File: config.mk
export PLATFORM = sky130hd
export DESIGN_NAME = gpb_top
export DESIGN_NICKNAME = d
export VERILOG_FILES = /design/src/logic/gpb_pkg.sv /design/src/logic/gpb_sync.sv /design/src/logic/gpb_edge.sv /design/src/logic/gpb_top.sv
export SDC_FILE = /design/constraint.sdc
export NUM_CORES = 1
export LEC_CHECK = 0
export BUFFER_PORTS_ARGS = -buffer_cell sky130_fd_sc_hd__buf_4
export CORE_UTILIZATION = 55
export DETAILED_ROUTE_END_ITERATION = 10
export PLACE_DENSITY_LB_ADDON = 0.2
export SLEW_MARGIN = 25
export SYNTH_ARGS = -nofsm -noshare
export SYNTH_HDL_FRONTEND = slang
export SYNTH_SLANG_ARGS = --single-unit
File: constraint.sdc
create_clock -name pclk -period 6.66 [get_ports pclk]
set_input_delay 1.332 -clock pclk [delete_from_list [all_inputs] [get_ports pclk]]
set_output_delay 1.332 -clock pclk [all_outputs]
set_load 0.02 [all_outputs]
File: src/logic/gpb_pkg.sv
// port pin block constants
// Notes on behaviour
// Port 0 has five bits: bits 0 and 4 are inputs only, bits 1 to 3 set their own direction.
// Ports 1, 2, 3, 5 and 6 have a direction bit per pin.
// A software pull-up acts only while its pin is an input.
// One direction bit covers all eight port 4 pins.
// A falling edge on any port 4 pin sets the port 4 fall flag.
// Software sets the subclock pin input select before reading the subclock crystal pin.
// A port 1 pin selected as analog input has its pull-up off.
// Port 6 bits 0 to 3 are open-drain with pull-ups fixed by a build option.
// External interrupt inputs 0 to 2 trigger on rising, falling or both edges.
// External interrupt input 3 triggers on falling edges only.
// Automatic serial transfers drive a strobe, and the peer raises busy while it cannot accept.
// External memory mode puts low address and data on port 4 and high address on port 5.
// An address latch strobe pulse lets outside logic latch the address before the data phase.
// External accesses use active-low read and write strobes that a wait input stretches.
// The timer output pin carries the 16-bit timer and the 14-bit PWM outputs.
// Reset leaves every pin an input with no alternate function.
// A read returns the pin level for input bits and the latch for output bits.
package gpb_pkg;
    localparam logic [7:0] ADDR_P0 = 8'h00;
    localparam logic [7:0] ADDR_P1 = 8'h04;
    localparam logic [7:0] ADDR_P2 = 8'h08;
    localparam logic [7:0] ADDR_P3 = 8'h0C;
    localparam logic [7:0] ADDR_P4 = 8'h10;
    localparam logic [7:0] ADDR_P5 = 8'h14;
    localparam logic [7:0] ADDR_P6 = 8'h18;
    localparam logic [7:0] ADDR_DIR0 = 8'h20;
    localparam logic [7:0] ADDR_DIR1 = 8'h24;
    localparam logic [7:0] ADDR_DIR2 = 8'h28;
    localparam logic [7:0] ADDR_DIR3 = 8'h2C;
    localparam logic [7:0] ADDR_DIR4 = 8'h30;
    localparam logic [7:0] ADDR_DIR5 = 8'h34;
    localparam logic [7:0] ADDR_DIR6 = 8'h38;
    localparam logic [7:0] ADDR_PU0 = 8'h40;
    localparam logic [7:0] ADDR_PU1 = 8'h44;
    localparam logic [7:0] ADDR_PU2 = 8'h48;
    localparam logic [7:0] ADDR_PU3 = 8'h4C;
    localparam logic [7:0] ADDR_PU4 = 8'h50;
    localparam logic [7:0] ADDR_PU5 = 8'h54;
    localparam logic [7:0] ADDR_PU6 = 8'h58;
    localparam logic [7:0] ADDR_ALT = 8'h60;
    localparam logic [7:0] ADDR_EDGE = 8'h64;
    localparam logic [7:0] ADDR_STAT = 8'h68;
    localparam logic [7:0] ADDR_MASK = 8'h6C;
    localparam logic [7:0] ADDR_ANSEL = 8'h70;
    localparam logic [7:0] ADDR_PROC = 8'h74;
    localparam logic [7:0] ADDR_XMEM = 8'h78;
    localparam logic [7:0] ADDR_XSTAT = 8'h7C;
    // port 0 bits that may drive
    localparam logic [4:0] P0_IO_MASK = 5'h0E;
    // alt register enables
    localparam int ALT_SER = 0;
    localparam int ALT_TMR = 1;
    localparam int ALT_PWM = 2;
    localparam int ALT_XMEM = 3;
    // proc bit: subclock pin input select
    localparam int PROC_SUBCLK = 6;
    // status bits: irq 0..3 and the port 4 fall flag
    localparam int STAT_W = 5;
    localparam int STAT_FALL = 4;
    // xmem command fields
    localparam int XM_ADDR_LSB = 8;
    localparam int XM_WRITE = 24;
    localparam int XM_GO = 31;
    localparam logic [1:0] XM_DATA_MIN = 2'h3;
    localparam logic [1:0] EDGE_RISE = 2'h1;
    localparam logic [1:0] EDGE_FALL = 2'h2;
    localparam logic [1:0] EDGE_BOTH = 2'h3;
    localparam logic [3:0] P6_OD_PULLUP = 4'hF;
    localparam logic [31:0] ZERO32 = 32'h0000_0000;
    localparam logic [7:0] ZERO8 = 8'h00;
    typedef enum logic [4:0] {
        GPB_XM_IDLE = 5'b00001,
        GPB_XM_ADDR = 5'b00010,
        GPB_XM_HOLD = 5'b00100,
        GPB_XM_DATA = 5'b01000,
        GPB_XM_DONE = 5'b10000
    } gpb_xm_e;
endpackage

File: src/logic/gpb_sync.sv
// two-stage synchroniser for a bus of pin inputs
`timescale 1ns/1ns
`default_nettype none
module gpb_sync #(
    parameter int W = 8
) (
    input wire logic pclk,
    input wire logic presetn,
    input wire logic [W-1:0] din,
    output logic [W-1:0] dout
);
    logic [W-1:0] s1_q;
    logic [W-1:0] s1_d;
    logic [W-1:0] s2_d;
    // first stage feeds only the second stage
    always_comb
    begin
        s1_d = din;
        s2_d = s1_q;
    end
    always_ff @(posedge pclk or negedge presetn)
    begin
        if (!presetn)
        begin
            s1_q <= '0;
            dout <= '0;
        end
        else
        begin
            s1_q <= s1_d;
            dout <= s2_d;
        end
    end
endmodule
`default_nettype wire

File: src/logic/gpb_edge.sv
// edge detector with rise and fall select on a synchronised level
`timescale 1ns/1ns
`default_nettype none
module gpb_edge (
    input wire logic pclk,
    input wire logic presetn,
    input wire logic lvl,
    input wire logic [1:0] sel,
    output logic hit
);
    logic prev_q;
    logic prev_d;
    always_comb
    begin
        prev_d = lvl;
        hit = (sel[0] & lvl & ~prev_q) | (sel[1] & ~lvl & prev_q);
    end
    always_ff @(posedge pclk or negedge presetn)
    begin
        if (!presetn)
            prev_q <= 1'b0;
        else
            prev_q <= prev_d;
    end
endmodule
`default_nettype wire

File: src/logic/gpb_top.sv
// port pin block: seven ports, pin muxing, edge flags and external bus
`timescale 1ns/1ns
`default_nettype none
module gpb_top (
    input wire logic pclk,
    input wire logic presetn,
    input wire logic psel,
    input wire logic penable,
    input wire logic pwrite,
    input wire logic [7:0] paddr,
    input wire logic [31:0] pwdata,
    output logic [31:0] prdata,
    output logic pready,
    output logic pslverr,
    output logic irq,
    input wire logic [4:0] p0_in,
    output logic [4:0] p0_out,
    output logic [4:0] p0_oe_n,
    input wire logic [7:0] p1_in,
    output logic [7:0] p1_out,
    output logic [7:0] p1_oe_n,
    output logic [7:0] p1_pullup,
    input wire logic [7:0] p2_in,
    output logic [7:0] p2_out,
    output logic [7:0] p2_oe_n,
    output logic [7:0] p2_pullup,
    input wire logic [7:0] p3_in,
    output logic [7:0] p3_out,
    output logic [7:0] p3_oe_n,
    output logic [7:0] p3_pullup,
    input wire logic [7:0] p4_in,
    output logic [7:0] p4_out,
    output logic [7:0] p4_oe_n,
    output logic [7:0] p4_pullup,
    input wire logic [7:0] p5_in,
    output logic [7:0] p5_out,
    output logic [7:0] p5_oe_n,
    output logic [7:0] p5_pullup,
    input wire logic [7:0] p6_in,
    output logic [7:0] p6_out,
    output logic [7:0] p6_oe_n,
    output logic [7:0] p6_pullup,
    output logic [4:0] p0_pullup,
    output logic subclock_pin_input_select,
    input wire logic auto_xfer_active,
    input wire logic auto_xfer_strobe_src,
    output logic auto_xfer_busy,
    input wire logic timer16_out_src,
    input wire logic pwm14_out_src,
    output logic [3:0] ext_irq_level
);
    logic [4:0] s0;
    logic [7:0] s1, s2, s3, s4, s5, s6;
    logic [7:0] lat_q [7];
    logic [7:0] lat_d [7];
    logic [7:0] dir_q [7];
    logic [7:0] dir_d [7];
    logic [7:0] pu_q [7];
    logic [7:0] pu_d [7];
    logic [7:0] alt_q, alt_d, edge_q, edge_d, ansel_q, ansel_d, proc_q, proc_d;
    localparam int STAT_BITS = gpb_pkg::STAT_W;
    logic [1:0] dcnt_q, dcnt_d;
    logic [STAT_BITS-1:0] stat_q, stat_d, mask_q, mask_d, ev;
    logic [31:0] xcmd_q, xcmd_d;
    logic [7:0] xrd_q, xrd_d;
    logic xerr;
    gpb_pkg::gpb_xm_e xs_q, xs_d;
    logic [3:0] fall4;
    logic [7:0] fall_p4;
    logic wr_en, xm_en;

    gpb_sync #(.W(5)) u_s0 (.pclk(pclk), .presetn(presetn), .din(p0_in), .dout(s0));
    gpb_sync #(.W(8)) u_s1 (.pclk(pclk), .presetn(presetn), .din(p1_in), .dout(s1));
    gpb_sync #(.W(8)) u_s2 (.pclk(pclk), .presetn(presetn), .din(p2_in), .dout(s2));
    gpb_sync #(.W(8)) u_s3 (.pclk(pclk), .presetn(presetn), .din(p3_in), .dout(s3));
    gpb_sync #(.W(8)) u_s4 (.pclk(pclk), .presetn(presetn), .din(p4_in), .dout(s4));
    gpb_sync #(.W(8)) u_s5 (.pclk(pclk), .presetn(presetn), .din(p5_in), .dout(s5));
    gpb_sync #(.W(8)) u_s6 (.pclk(pclk), .presetn(presetn), .din(p6_in), .dout(s6));

    // irq 0..2 edge selectable, irq 3 falling only
    genvar gi;
    generate
        for (gi = 0; gi < 4; gi++)
        begin : g_irq
            gpb_edge u_e (
                .pclk(pclk),
                .presetn(presetn),
                .lvl(s0[gi]),
                .sel((gi == 3) ? gpb_pkg::EDGE_FALL : edge_q[2*gi +: 2]),
                .hit(fall4[gi])
            );
        end
        for (gi = 0; gi < 8; gi++)
        begin : g_p4
            gpb_edge u_f (
                .pclk(pclk),
                .presetn(presetn),
                .lvl(s4[gi]),
                .sel(gpb_pkg::EDGE_FALL),
                .hit(fall_p4[gi])
            );
        end
    endgenerate

    assign ext_irq_level = s0[3:0];
    assign wr_en = psel & penable & pwrite;
    assign pready = psel & penable;
    assign xm_en = alt_q[gpb_pkg::ALT_XMEM];

    // register writes; a status set wins over its clear
    always_comb
    begin
        lat_d = lat_q;
        dir_d = dir_q;
        pu_d = pu_q;
        alt_d = alt_q;
        edge_d = edge_q;
        ansel_d = ansel_q;
        proc_d = proc_q;
        mask_d = mask_q;
        ev = {|fall_p4, fall4};
        stat_d = stat_q;
        if (wr_en && paddr[7:5] == 3'h0)
            lat_d[paddr[4:2]] = pwdata[7:0];
        if (wr_en && paddr[7:5] == 3'h1)
            dir_d[paddr[4:2]] = pwdata[7:0];
        if (wr_en && paddr[7:5] == 3'h2)
            pu_d[paddr[4:2]] = pwdata[7:0];
        if (wr_en && paddr == gpb_pkg::ADDR_ALT)
            alt_d = pwdata[7:0];
        if (wr_en && paddr == gpb_pkg::ADDR_EDGE)
            edge_d = pwdata[7:0];
        if (wr_en && paddr == gpb_pkg::ADDR_MASK)
            mask_d = pwdata[STAT_BITS-1:0];
        if (wr_en && paddr == gpb_pkg::ADDR_ANSEL)
            ansel_d = pwdata[7:0];
        if (wr_en && paddr == gpb_pkg::ADDR_PROC)
            proc_d = pwdata[7:0];
        if (wr_en && paddr == gpb_pkg::ADDR_STAT)
            stat_d = stat_d & ~pwdata[STAT_BITS-1:0];
        stat_d = stat_d | ev;
    end

    // external access engine: address, latch strobe, data phase with wait
    always_comb
    begin
        xs_d = xs_q;
        xcmd_d = xcmd_q;
        xrd_d = xrd_q;
        xerr = 1'b0;
        dcnt_d = 2'h0;
        case (xs_q)
            gpb_pkg::GPB_XM_IDLE:
            begin
                if (wr_en && paddr == gpb_pkg::ADDR_XMEM && xm_en && pwdata[gpb_pkg::XM_GO])
                begin
                    xcmd_d = pwdata;
                    xs_d = gpb_pkg::GPB_XM_ADDR;
                end
            end
            gpb_pkg::GPB_XM_ADDR: xs_d = gpb_pkg::GPB_XM_HOLD;
            gpb_pkg::GPB_XM_HOLD: xs_d = gpb_pkg::GPB_XM_DATA;
            gpb_pkg::GPB_XM_DATA:
            begin
                // synced wait lags; trust it after the minimum phase
                dcnt_d = dcnt_q + {1'b0, dcnt_q != gpb_pkg::XM_DATA_MIN};
                if (!s6[3] && dcnt_q == gpb_pkg::XM_DATA_MIN)
                begin
                    xrd_d = s4;
                    xs_d = gpb_pkg::GPB_XM_DONE;
                end
            end
            gpb_pkg::GPB_XM_DONE: xs_d = gpb_pkg::GPB_XM_IDLE;
            default:
            begin
                xerr = 1'b1;
                xs_d = gpb_pkg::GPB_XM_IDLE;
            end
        endcase
        if (!xm_en && !xerr)
            xs_d = gpb_pkg::GPB_XM_IDLE;
    end

    always_ff @(posedge pclk or negedge presetn)
    begin
        if (!presetn)
        begin
            for (int i = 0; i < 7; i++)
            begin
                lat_q[i] <= gpb_pkg::ZERO8;
                dir_q[i] <= gpb_pkg::ZERO8;
                pu_q[i] <= gpb_pkg::ZERO8;
            end
            alt_q <= gpb_pkg::ZERO8;
            edge_q <= gpb_pkg::ZERO8;
            ansel_q <= gpb_pkg::ZERO8;
            proc_q <= gpb_pkg::ZERO8;
            stat_q <= '0;
            mask_q <= '0;
            xs_q <= gpb_pkg::GPB_XM_IDLE;
            xcmd_q <= gpb_pkg::ZERO32;
            xrd_q <= gpb_pkg::ZERO8;
            dcnt_q <= 2'h0;
        end
        else
        begin
            lat_q <= lat_d;
            dir_q <= dir_d;
            pu_q <= pu_d;
            alt_q <= alt_d;
            edge_q <= edge_d;
            ansel_q <= ansel_d;
            proc_q <= proc_d;
            stat_q <= stat_d;
            mask_q <= mask_d;
            xs_q <= xs_d;
            xcmd_q <= xcmd_d;
            xrd_q <= xrd_d;
            dcnt_q <= dcnt_d;
        end
    end

    assign irq = |(stat_q & mask_q);
    assign subclock_pin_input_select = proc_q[gpb_pkg::PROC_SUBCLK];

    // pin drive: a set direction bit means output
    logic [7:0] oe4, oe5, oe6;
    logic xbusy, xwrite, xdata;
    always_comb
    begin
        xbusy = (xs_q != gpb_pkg::GPB_XM_IDLE);
        xwrite = xcmd_q[gpb_pkg::XM_WRITE];
        xdata = (xs_q == gpb_pkg::GPB_XM_DATA);
        p0_out = lat_q[0][4:0];
        p0_oe_n = ~(dir_q[0][4:0] & gpb_pkg::P0_IO_MASK);
        p0_pullup = pu_q[0][4:0] & ~dir_q[0][4:0] & gpb_pkg::P0_IO_MASK;
        p1_out = lat_q[1];
        p1_oe_n = ~dir_q[1];
        p1_pullup = pu_q[1] & ~dir_q[1] & ~ansel_q;
        p2_out = lat_q[2];
        p2_oe_n = ~dir_q[2];
        p2_pullup = pu_q[2] & ~dir_q[2];
        // serial strobe on bit 3, busy in on bit 4
        if (alt_q[gpb_pkg::ALT_SER])
        begin
            p2_out[3] = auto_xfer_strobe_src;
            p2_oe_n[3] = ~auto_xfer_active;
            p2_pullup[3] = 1'b0;
        end
        auto_xfer_busy = alt_q[gpb_pkg::ALT_SER] & s2[4];
        p3_out = lat_q[3];
        p3_oe_n = ~dir_q[3];
        if (alt_q[gpb_pkg::ALT_TMR] | alt_q[gpb_pkg::ALT_PWM])
        begin
            // pwm takes precedence when both are enabled
            p3_out[0] = alt_q[gpb_pkg::ALT_PWM] ? pwm14_out_src : timer16_out_src;
            p3_oe_n[0] = 1'b0;
        end
        p3_pullup = pu_q[3] & ~dir_q[3] & p3_oe_n;
        // single direction bit for all of port 4
        oe4 = {8{dir_q[4][0]}};
        p4_out = lat_q[4];
        oe5 = dir_q[5];
        p5_out = lat_q[5];
        oe6 = dir_q[6];
        p6_out = lat_q[6];
        if (xm_en)
        begin
            oe4 = (xs_q == gpb_pkg::GPB_XM_ADDR || xs_q == gpb_pkg::GPB_XM_HOLD
                   || (xdata && xwrite)) ? 8'hFF : 8'h00;
            p4_out = xdata ? xcmd_q[7:0] : xcmd_q[gpb_pkg::XM_ADDR_LSB +: 8];
            oe5 = 8'hFF;
            p5_out = xcmd_q[gpb_pkg::XM_ADDR_LSB+8 +: 8];
            oe6[7:4] = 4'hB;
            oe6[3] = 1'b0;
            p6_out[4] = ~(xdata & ~xwrite);
            p6_out[5] = ~(xdata & xwrite);
            p6_out[7] = (xs_q == gpb_pkg::GPB_XM_ADDR);
        end
        p4_oe_n = ~oe4;
        p4_pullup = pu_q[4] & ~oe4;
        p5_oe_n = ~oe5;
        p5_pullup = pu_q[5] & ~oe5;
        // open-drain nibble only pulls low
        p6_out[3:0] = 4'h0;
        p6_oe_n = ~oe6;
        p6_oe_n[3:0] = ~(oe6[3:0] & ~lat_q[6][3:0]);
        p6_pullup = {pu_q[6][7:4] & ~oe6[7:4], gpb_pkg::P6_OD_PULLUP};
    end

    // read mux: pin level for inputs, latch for outputs
    function automatic logic [7:0] rdmix(input logic [7:0] pin, input logic [7:0] lat,
                                         input logic [7:0] dir);
        rdmix = (pin & ~dir) | (lat & dir);
    endfunction

    always_comb
    begin
        prdata = gpb_pkg::ZERO32;
        pslverr = 1'b0;
        case (paddr)
            gpb_pkg::ADDR_P0: prdata[7:0] = rdmix({3'h0, s0}, lat_q[0],
                                                  dir_q[0] & {3'h0, gpb_pkg::P0_IO_MASK});
            gpb_pkg::ADDR_P1: prdata[7:0] = rdmix(s1, lat_q[1], dir_q[1]);
            gpb_pkg::ADDR_P2: prdata[7:0] = rdmix(s2, lat_q[2], dir_q[2]);
            gpb_pkg::ADDR_P3: prdata[7:0] = rdmix(s3, lat_q[3], dir_q[3]);
            gpb_pkg::ADDR_P4: prdata[7:0] = rdmix(s4, lat_q[4], {8{dir_q[4][0]}});
            gpb_pkg::ADDR_P5: prdata[7:0] = rdmix(s5, lat_q[5], dir_q[5]);
            gpb_pkg::ADDR_P6: prdata[7:0] = rdmix(s6, lat_q[6], dir_q[6]);
            gpb_pkg::ADDR_DIR0, gpb_pkg::ADDR_DIR1, gpb_pkg::ADDR_DIR2, gpb_pkg::ADDR_DIR3,
            gpb_pkg::ADDR_DIR4, gpb_pkg::ADDR_DIR5, gpb_pkg::ADDR_DIR6:
                prdata[7:0] = dir_q[paddr[4:2]];
            gpb_pkg::ADDR_PU0, gpb_pkg::ADDR_PU1, gpb_pkg::ADDR_PU2, gpb_pkg::ADDR_PU3,
            gpb_pkg::ADDR_PU4, gpb_pkg::ADDR_PU5, gpb_pkg::ADDR_PU6:
                prdata[7:0] = pu_q[paddr[4:2]];
            gpb_pkg::ADDR_ALT: prdata[7:0] = alt_q;
            gpb_pkg::ADDR_EDGE: prdata[7:0] = edge_q;
            gpb_pkg::ADDR_STAT: prdata[STAT_BITS-1:0] = stat_q;
            gpb_pkg::ADDR_MASK: prdata[STAT_BITS-1:0] = mask_q;
            gpb_pkg::ADDR_ANSEL: prdata[7:0] = ansel_q;
            gpb_pkg::ADDR_PROC: prdata[7:0] = proc_q;
            gpb_pkg::ADDR_XMEM: prdata = xcmd_q;
            gpb_pkg::ADDR_XSTAT: prdata[8:0] = {xbusy, xrd_q};
            default: pslverr = psel & penable;
        endcase
    end
endmodule
`default_nettype wire

==> results of run 1 <==
## power by group
group	switching, mW	leakage (nW)	internal (mW)
registers	0.0799	4.84	2.35
clock network	0.894	0.632	1.30
logic	0.290	4.38	0.210
total	1.26	9.85	3.87
## metrics by stage
step	area, sq um	util (%)	hold WS, ns
2_1_floorplan	17100	-	0.331
3_3_place_gp	19100	62.6	0.332
3_5_place_dp	19100	62.6	0.335
4_1_cts	20400	66.8	0.347
5_1_grt	20400	66.9	0.350
6_report	20400	66.9	0.345
## metal layers
| metal | vias up | global-route usage (%) | share of wire (%) |
|---|---|---|---|
| met1 | 6127 | 46.5 | 43 |
| met5 | - | 0 | 0 |
| met4 | 0 | 7.80 | 2.1 |
| li1 | 5100 | - | - |
| met2 | 451 | 53.2 | 49 |
| met3 | 71 | 3.45 | 5.3 |
## cell usage after synthesis, types with 4 or more instances
cell       instances
a2111oi_0          5
a211oi_1          10
a21o_1             4
a21oi_1           24
a22oi_1            9
a2bb2oi_1          6
a31oi_1           10
and2_1            46
buf_1              5
buf_2             21
buf_4             54
clkbuf_1          36
dfrtp_1          371
inv_1             40
mux2_2           227
mux2_4            28
mux2i_1           76
mux4_2            21
nand2_1           57
nand2b_1          10
nand3_1           13
nor2_1            61
nor2_2             9
nor2b_1           25
nor3_1             9
nor3b_1           12
nor4_1             5
o21ai_0           21
o22ai_1           14
o2bb2ai_1          5
or2_2              4
## worst register-to-register path, delay by kind of cell, from the launching register on
kind	cells	cell delay, ns
multiplexers	1	0.42
flip-flops	1	0.55
AND/OR/NAND/NOR	4	1.53
## registers in the layout, summed over array words and instances (netlist names), 25 cells and up
register,cells
lat_q,25
dir_q,56
pu_q,56
xcmd_q,32
## path summary, 6_finish.rpt
kind	endpoint	slack, ns	depth (start not counted)
setup reg to reg	xcmd_q[2]	4.04	5
max in group asynchronous	xcmd_q[2]	4.32	3
min in group asynchronous	u_s2.dout[6]	0.88	1
setup / recovery	prdata[4]	1.47	7
hold reg to reg	u_s4.dout[3]	0.35	0
hold / removal	u_s4.dout[3]	0.35	0
## layout make-up
type	instances	area (sq um)	share of cell area, %
inverters	40	150	0.735
multi-input cells	793	6860	33.6
clock inverters	14	195	0.956
flip-flops and latches	372	9310	45.6
diodes	3	7.51	0.0368
clock buffers	54	1090	5.34
well taps	396	495	2.43
repair buffers	302	2310	11.3
## cell families after synthesis
family | count (synthesis) | synth area share [%]
DFF | 372 | 54.7
muxes | 352 | 24.7
and+or+nand+nor | 285 | 9.35
buffers and inverters | 162 | 5.33
AOI/OAI and AO/OA | 143 | 5.83
other | 2 | 0.0441
xor gates and xnor gates | 1 | 0.0514
==> results.sh, run 1 <==
export IMPL_start_util_pct=55.8
export IMPL_dieArea_sq_mm=0.0317
export IMPL_yosysWarnings=0
export IMPL_cts_setup_buffers=0
export IMPL_port_buffers=289
export IMPL_cts_hold_buf=0
export IMPL_power_total_mw=5.13
export IMPL_yosysTopAreaCell="dfrtp_1"
export IMPL_clk_latency_ns=0.53
export IMPL_yosys_most_used_dff="dfrtp_1"
export IMPL_rsz0062_at_grt="false"
export IMPL_critPathRequiredTime_ns=5.33
export IMPL_rows=64
export IMPL_finalCritPeriodShare_pct=77.9
export IMPL_dp_slack_ns=1.50
export IMPL_clock_skew_ns=0.00799
export IMPL_start_kind="primary input"
export IMPL_status="finished, final reports clean"
export IMPL_drive_gt1_share_pct=42.3
export IMPL_routabilityCongestion=0.946
export IMPL_cts_buffers=38
export IMPL_async_reset_ff_share_pct=100
export IMPL_wire_per_inst_um=25.7
export IMPL_seq_area_frac_synth_pct=54.7
export IMPL_min_path_type="reg2reg"
export IMPL_drc=0
export IMPL_hpwl_mm=36.0
export IMPL_cts_buffer_depth=3
export IMPL_htreeDepth=2
export IMPL_critPathTopFamily="compound AO/OA/AOI/OAI gates"
export IMPL_powerDensity_mw_per_mm2=251
export IMPL_synth_top_area_share_pct=54.5
export IMPL_grt_usage_pct=32.4
export IMPL_fmax_ghz=0.193
export IMPL_worstMarginPinSlew_ns=1.08
export IMPL_relSlewSlack_pct=27.3
export IMPL_coreArea_sq_mm=0.0305
export IMPL_crit_path_end_kind="output port"
export IMPL_dpl_cell_count=1902
export IMPL_cp_slowest_cell="a311oi_1"
export IMPL_grt_pass1_wl_mm=74.9
export IMPL_syn_inst=1317
export IMPL_die_x_um=178
export IMPL_layout_setup_ws_ns=1.47
export IMPL_finalSetupViolCount=0
export IMPL_worstHoldStart="u_s4.s1_q[3]"
export IMPL_drt_pass1_iterations=6
export IMPL_p_leak_nw=9.85
export IMPL_ios=302
export IMPL_fin_cells=1974
export IMPL_cp_cell_sequence="buf_4, a311oi_1, nand2_1, a31oi_1, a31oi_1, o2111ai_1, buf_4"
export IMPL_finalNetCount=1649
export IMPL_final_common_cell="dfrtp_1"
export IMPL_drv_slew=0
export IMPL_cp_data_arrival_time_ns=3.86
export IMPL_path_buf_inv=2
export IMPL_maxCapViolations=0
export IMPL_slowest_delay_ns=0.71
export IMPL_ir_worst_vdd_mv=0.261
export IMPL_cts_root_buf="clkbuf_16"
export IMPL_ys_types=73
export IMPL_syn_area_sq_mm=0.0170
export IMPL_synth_seq_cells=372
export IMPL_crit_start="paddr[2]"
export IMPL_worstSetupPathType="in2out"
export IMPL_grt_pass1_vias=11645
export IMPL_synthTopCellsByArea="dfrtp_1 (55%), mux2_2 (15%), mux2i_1 (4.5%)"
export IMPL_cts_repair_resized=0
export IMPL_syn_to_final_growth_pct=19.9
export IMPL_drt_iter0_drc=959
export IMPL_avgSynthCellArea_sq_um=12.9
export IMPL_path_max_fanout=58
export IMPL_final_cell_mix="dfrtp_1 (371), buf_4 (299), mux2_2 (227)"
export IMPL_grt_overflow=0
export IMPL_totalWireLength_mm=50.7
export IMPL_vias=11749
export IMPL_cts_tree="built"
export IMPL_fill_cells=2313
export IMPL_hold_violations=0
export IMPL_period_minus_slack_ns=5.19
export IMPL_grt_max_degree=184
export IMPL_drtAntennaViolNets=0
export IMPL_setup_tns_ns=0
export IMPL_reg2reg_from="xs_q[0]"
export IMPL_clkSinkCount=372
export IMPL_clk_pin_slew_ns=0.06
export IMPL_die_height_um=178
export IMPL_synth_edf_count=0
export IMPL_viasPerCell=5.95
export IMPL_antenna_found_initial=0
Note: power is estimated with default switching activity, not from simulation.
==> inputs of run 2 (changes only) <==
- ABC_AREA: default -> 1
- clock period: 6.66 -> 4.8 ns (I/O delays scaled with it)
==> run 2 against run 1 <==
Compared with the run above: combinational power grew 44%; clock-buffer cell count grew 4; synthesized cell count grew 57%; core utilization grew 0.68 points; highest routed layer is now met5; sequential share of layout area grew 0.75 points; via count grew 27%; power grew 38%; largest power group unchanged.
==> results.sh, run 2 <==
export IMPL_drtAntennaViolNets=0
export IMPL_viasPerCell=5.52
export IMPL_finalNetCount=2388
export IMPL_grt_max_degree=126
export IMPL_yosysTopAreaCell="dfrtp_1"
export IMPL_grt_usage_pct=35.6
export IMPL_finalCritPeriodShare_pct=81.6
export IMPL_yosys_area_share_simple_pct=25.2
export IMPL_synth_seq_cells=372
export IMPL_synth_compound_area_share_pct=10.5
export IMPL_drc=0
export IMPL_rows=63
export IMPL_dieArea_sq_mm=0.0310
export IMPL_cts_buffers=40
export IMPL_synthTopCellsByArea="dfrtp_1 (56%), nand2_1 (15%), o21ai_0 (8.9%)"
export IMPL_top_regs="dir_q (56), pu_q (56), xcmd_q (32)"
export IMPL_final_common_cell="nand2_1"
export IMPL_synth_xor_xnor_area_share_pct=0
export IMPL_hold_slack_ns=0.309
export IMPL_seq_area_frac_synth_pct=55.8
export IMPL_synth_area_mux_share_pct=0.0675
export IMPL_rsz0062_at_grt="false"
export IMPL_cts_hold_buf=0
export IMPL_crit_path_end_kind="output port"
export IMPL_cts_repair_resized=0
export IMPL_setup_tns_ns=0
export IMPL_cts_setup_buffers=0
export IMPL_drt_iter0_drc=1442
export IMPL_grt_overflow=0
export IMPL_ios=302
export IMPL_clkSinkCount=372
export IMPL_synth_top_family_by_area="simple AND/OR/NAND/NOR gates"
export IMPL_die_x_um=176
export IMPL_hpwl_mm=39.3
export IMPL_relSlewSlack_pct=22.5
export IMPL_clk_latency_ns=0.53
export IMPL_ir_worst_vdd_mv=0.310
export IMPL_cts_tree="built"
export IMPL_period_minus_slack_ns=3.91
export IMPL_worstSetupPathType="in2out"
export IMPL_syn_to_final_growth_pct=20.4
export IMPL_clk_pin_slew_ns=0.06
export IMPL_syn_inst=2065
export IMPL_finalSetupViolCount=0
export IMPL_totalWireLength_mm=55.0
export IMPL_die_height_um=176
export IMPL_drive_gt1_share_pct=16.9
export IMPL_vias=14913
export IMPL_wire_per_inst_um=20.3
export IMPL_synth_top_area_share_pct=55.6
export IMPL_path_max_fanout=19
export IMPL_cts_root_buf="clkbuf_16"
export IMPL_powerDensity_mw_per_mm2=352
export IMPL_synth_edf_count=0
export IMPL_min_path_type="in2async"
export IMPL_syn_area_sq_mm=0.0167
export IMPL_maxCapViolations=0
export IMPL_yosys_most_used_dff="dfrtp_1"
export IMPL_drv_slew=0
export IMPL_critPathRequiredTime_ns=3.84
export IMPL_hold_violations=0
export IMPL_yosysWarnings=0
export IMPL_drt_pass1_iterations=7
export IMPL_start_kind="primary input"
export IMPL_final_core_util_pct=67.6
export IMPL_htreeDepth=2
export IMPL_async_reset_ff_share_pct=100
export IMPL_start_util_pct=56.1
export IMPL_synthAdderAreaFrac_pct=0
export IMPL_cts_buffer_depth=3
export IMPL_clock_skew_ns=0.0151
export IMPL_fmax_ghz=0.255
export IMPL_routabilityCongestion=1.00
export IMPL_worstMarginPinSlew_ns=1.16
export IMPL_grt_pass1_wl_mm=82.5
export IMPL_p_leak_nw=10.1
export IMPL_antenna_found_initial=2
export IMPL_cp_data_arrival_time_ns=2.95
export IMPL_ys_types=36
export IMPL_status="finished, final reports clean"
export IMPL_coreArea_sq_mm=0.0297
export IMPL_final_cell_mix="nand2_1 (679), dfrtp_1 (371), buf_4 (309)"
export IMPL_synth_top_cells_by_count="nand2_1 (679), dfrtp_1 (371), o21ai_0 (296), nor2_1 (203), inv_1 (158)"
export IMPL_avgSynthCellArea_sq_um=8.08
export IMPL_grt_pass1_vias=14113
export IMPL_port_buffers=289
export IMPL_synth_most_common_cell="nand2_1"
[run 2: cell count changes in the layout (fill, tap and decap cells not counted), sizes merged, moves of 25 or more]
| cell | before | now |
|---|---|---|
| nand2 | 57 | 682 |
| o21ai | 21 | 296 |
| mux2 | 255 | 1 |
| nor2 | 72 | 207 |
| inv | 43 | 162 |
| nand3 | 15 | 122 |
| mux2i | 76 | 0 |
| and2 | 49 | 1 |
| nor2b | 25 | 0 |
[run 2: area by class of cell]
cell class              count  area (sq um)
diodes                      1          2.50
fillers                  2508          9630
flip-flops and latches    372          9310
well taps                 390           488
clock inverters            10           128
inverters                 165           619
clock buffers              58          1140
repair buffers            312          2380
multi-input cells        1395          6020
[run 2: path summary, 6_finish.rpt]
kind	start	to	slack, ns	cells after the start
min in group pclk	u_s6.s1_q[6]	u_s6.dout[6]	0.34	0
worst max-delay path	paddr[2]	prdata[6]	0.89	11
worst max register to register	xs_q[1]	xrd_q[2]	2.18	6
worst min register to register	u_s6.s1_q[6]	u_s6.dout[6]	0.34	0
worst min-delay path	presetn	u_s6.dout[6]	0.31	1
max in group asynchronous	presetn	dir_q[41]	3.23	3
[run 2: metal layers]
layer	vias up	routed length [um]	track usage, %
li1	6904	-	-
met1	7074	21800	47.3
met2	787	25300	55.7
met3	146	5310	8.48
met4	2	2510	16.1
met5	-	13	0
[run 2: critical path, cell delays in order]
cell	delay, ns
buf_4	0.19
inv_2	0.29
nand2_4	0.18
nor2_8	0.36
nand2_1	0.29
nor2_1	0.18
nor2_1	0.06
nand2_1	0.06
nor2_1	0.04
nand2_1	0.15
buf_4	0.17
[run 2: cell families after synthesis]
| kind of cell | Yosys count |
|---|---|
| other cells | 2 |
| compound gates | 342 |
| simple gates | 1040 |
| mux | 1 |
| flops | 372 |
| buf+inv | 308 |
[run 2: report_power, final]
part	leakage [nW]	switching (mW)	total, mW	internal [mW]
Combinational	4.74	0.481	0.720	0.238
Sequential	4.74	0.0906	3.35	3.26
Clock	0.621	1.20	3.00	1.80
[run 2: stage by stage]
step | instance area [sq um] | setup slack (ns) | power (mW) | instances
after floorplan | 16700 | 1.48 | 3.74 | 2075
after global placement | 18800 | 0.976 | 4.10 | 2633
after detailed placement | 18800 | 0.967 | 4.11 | 2633
after CTS | 20100 | 0.917 | 7.09 | 2701
after global routing | 20100 | 0.666 | 7.30 | 2702
final | 20100 | 0.885 | 7.07 | 2703
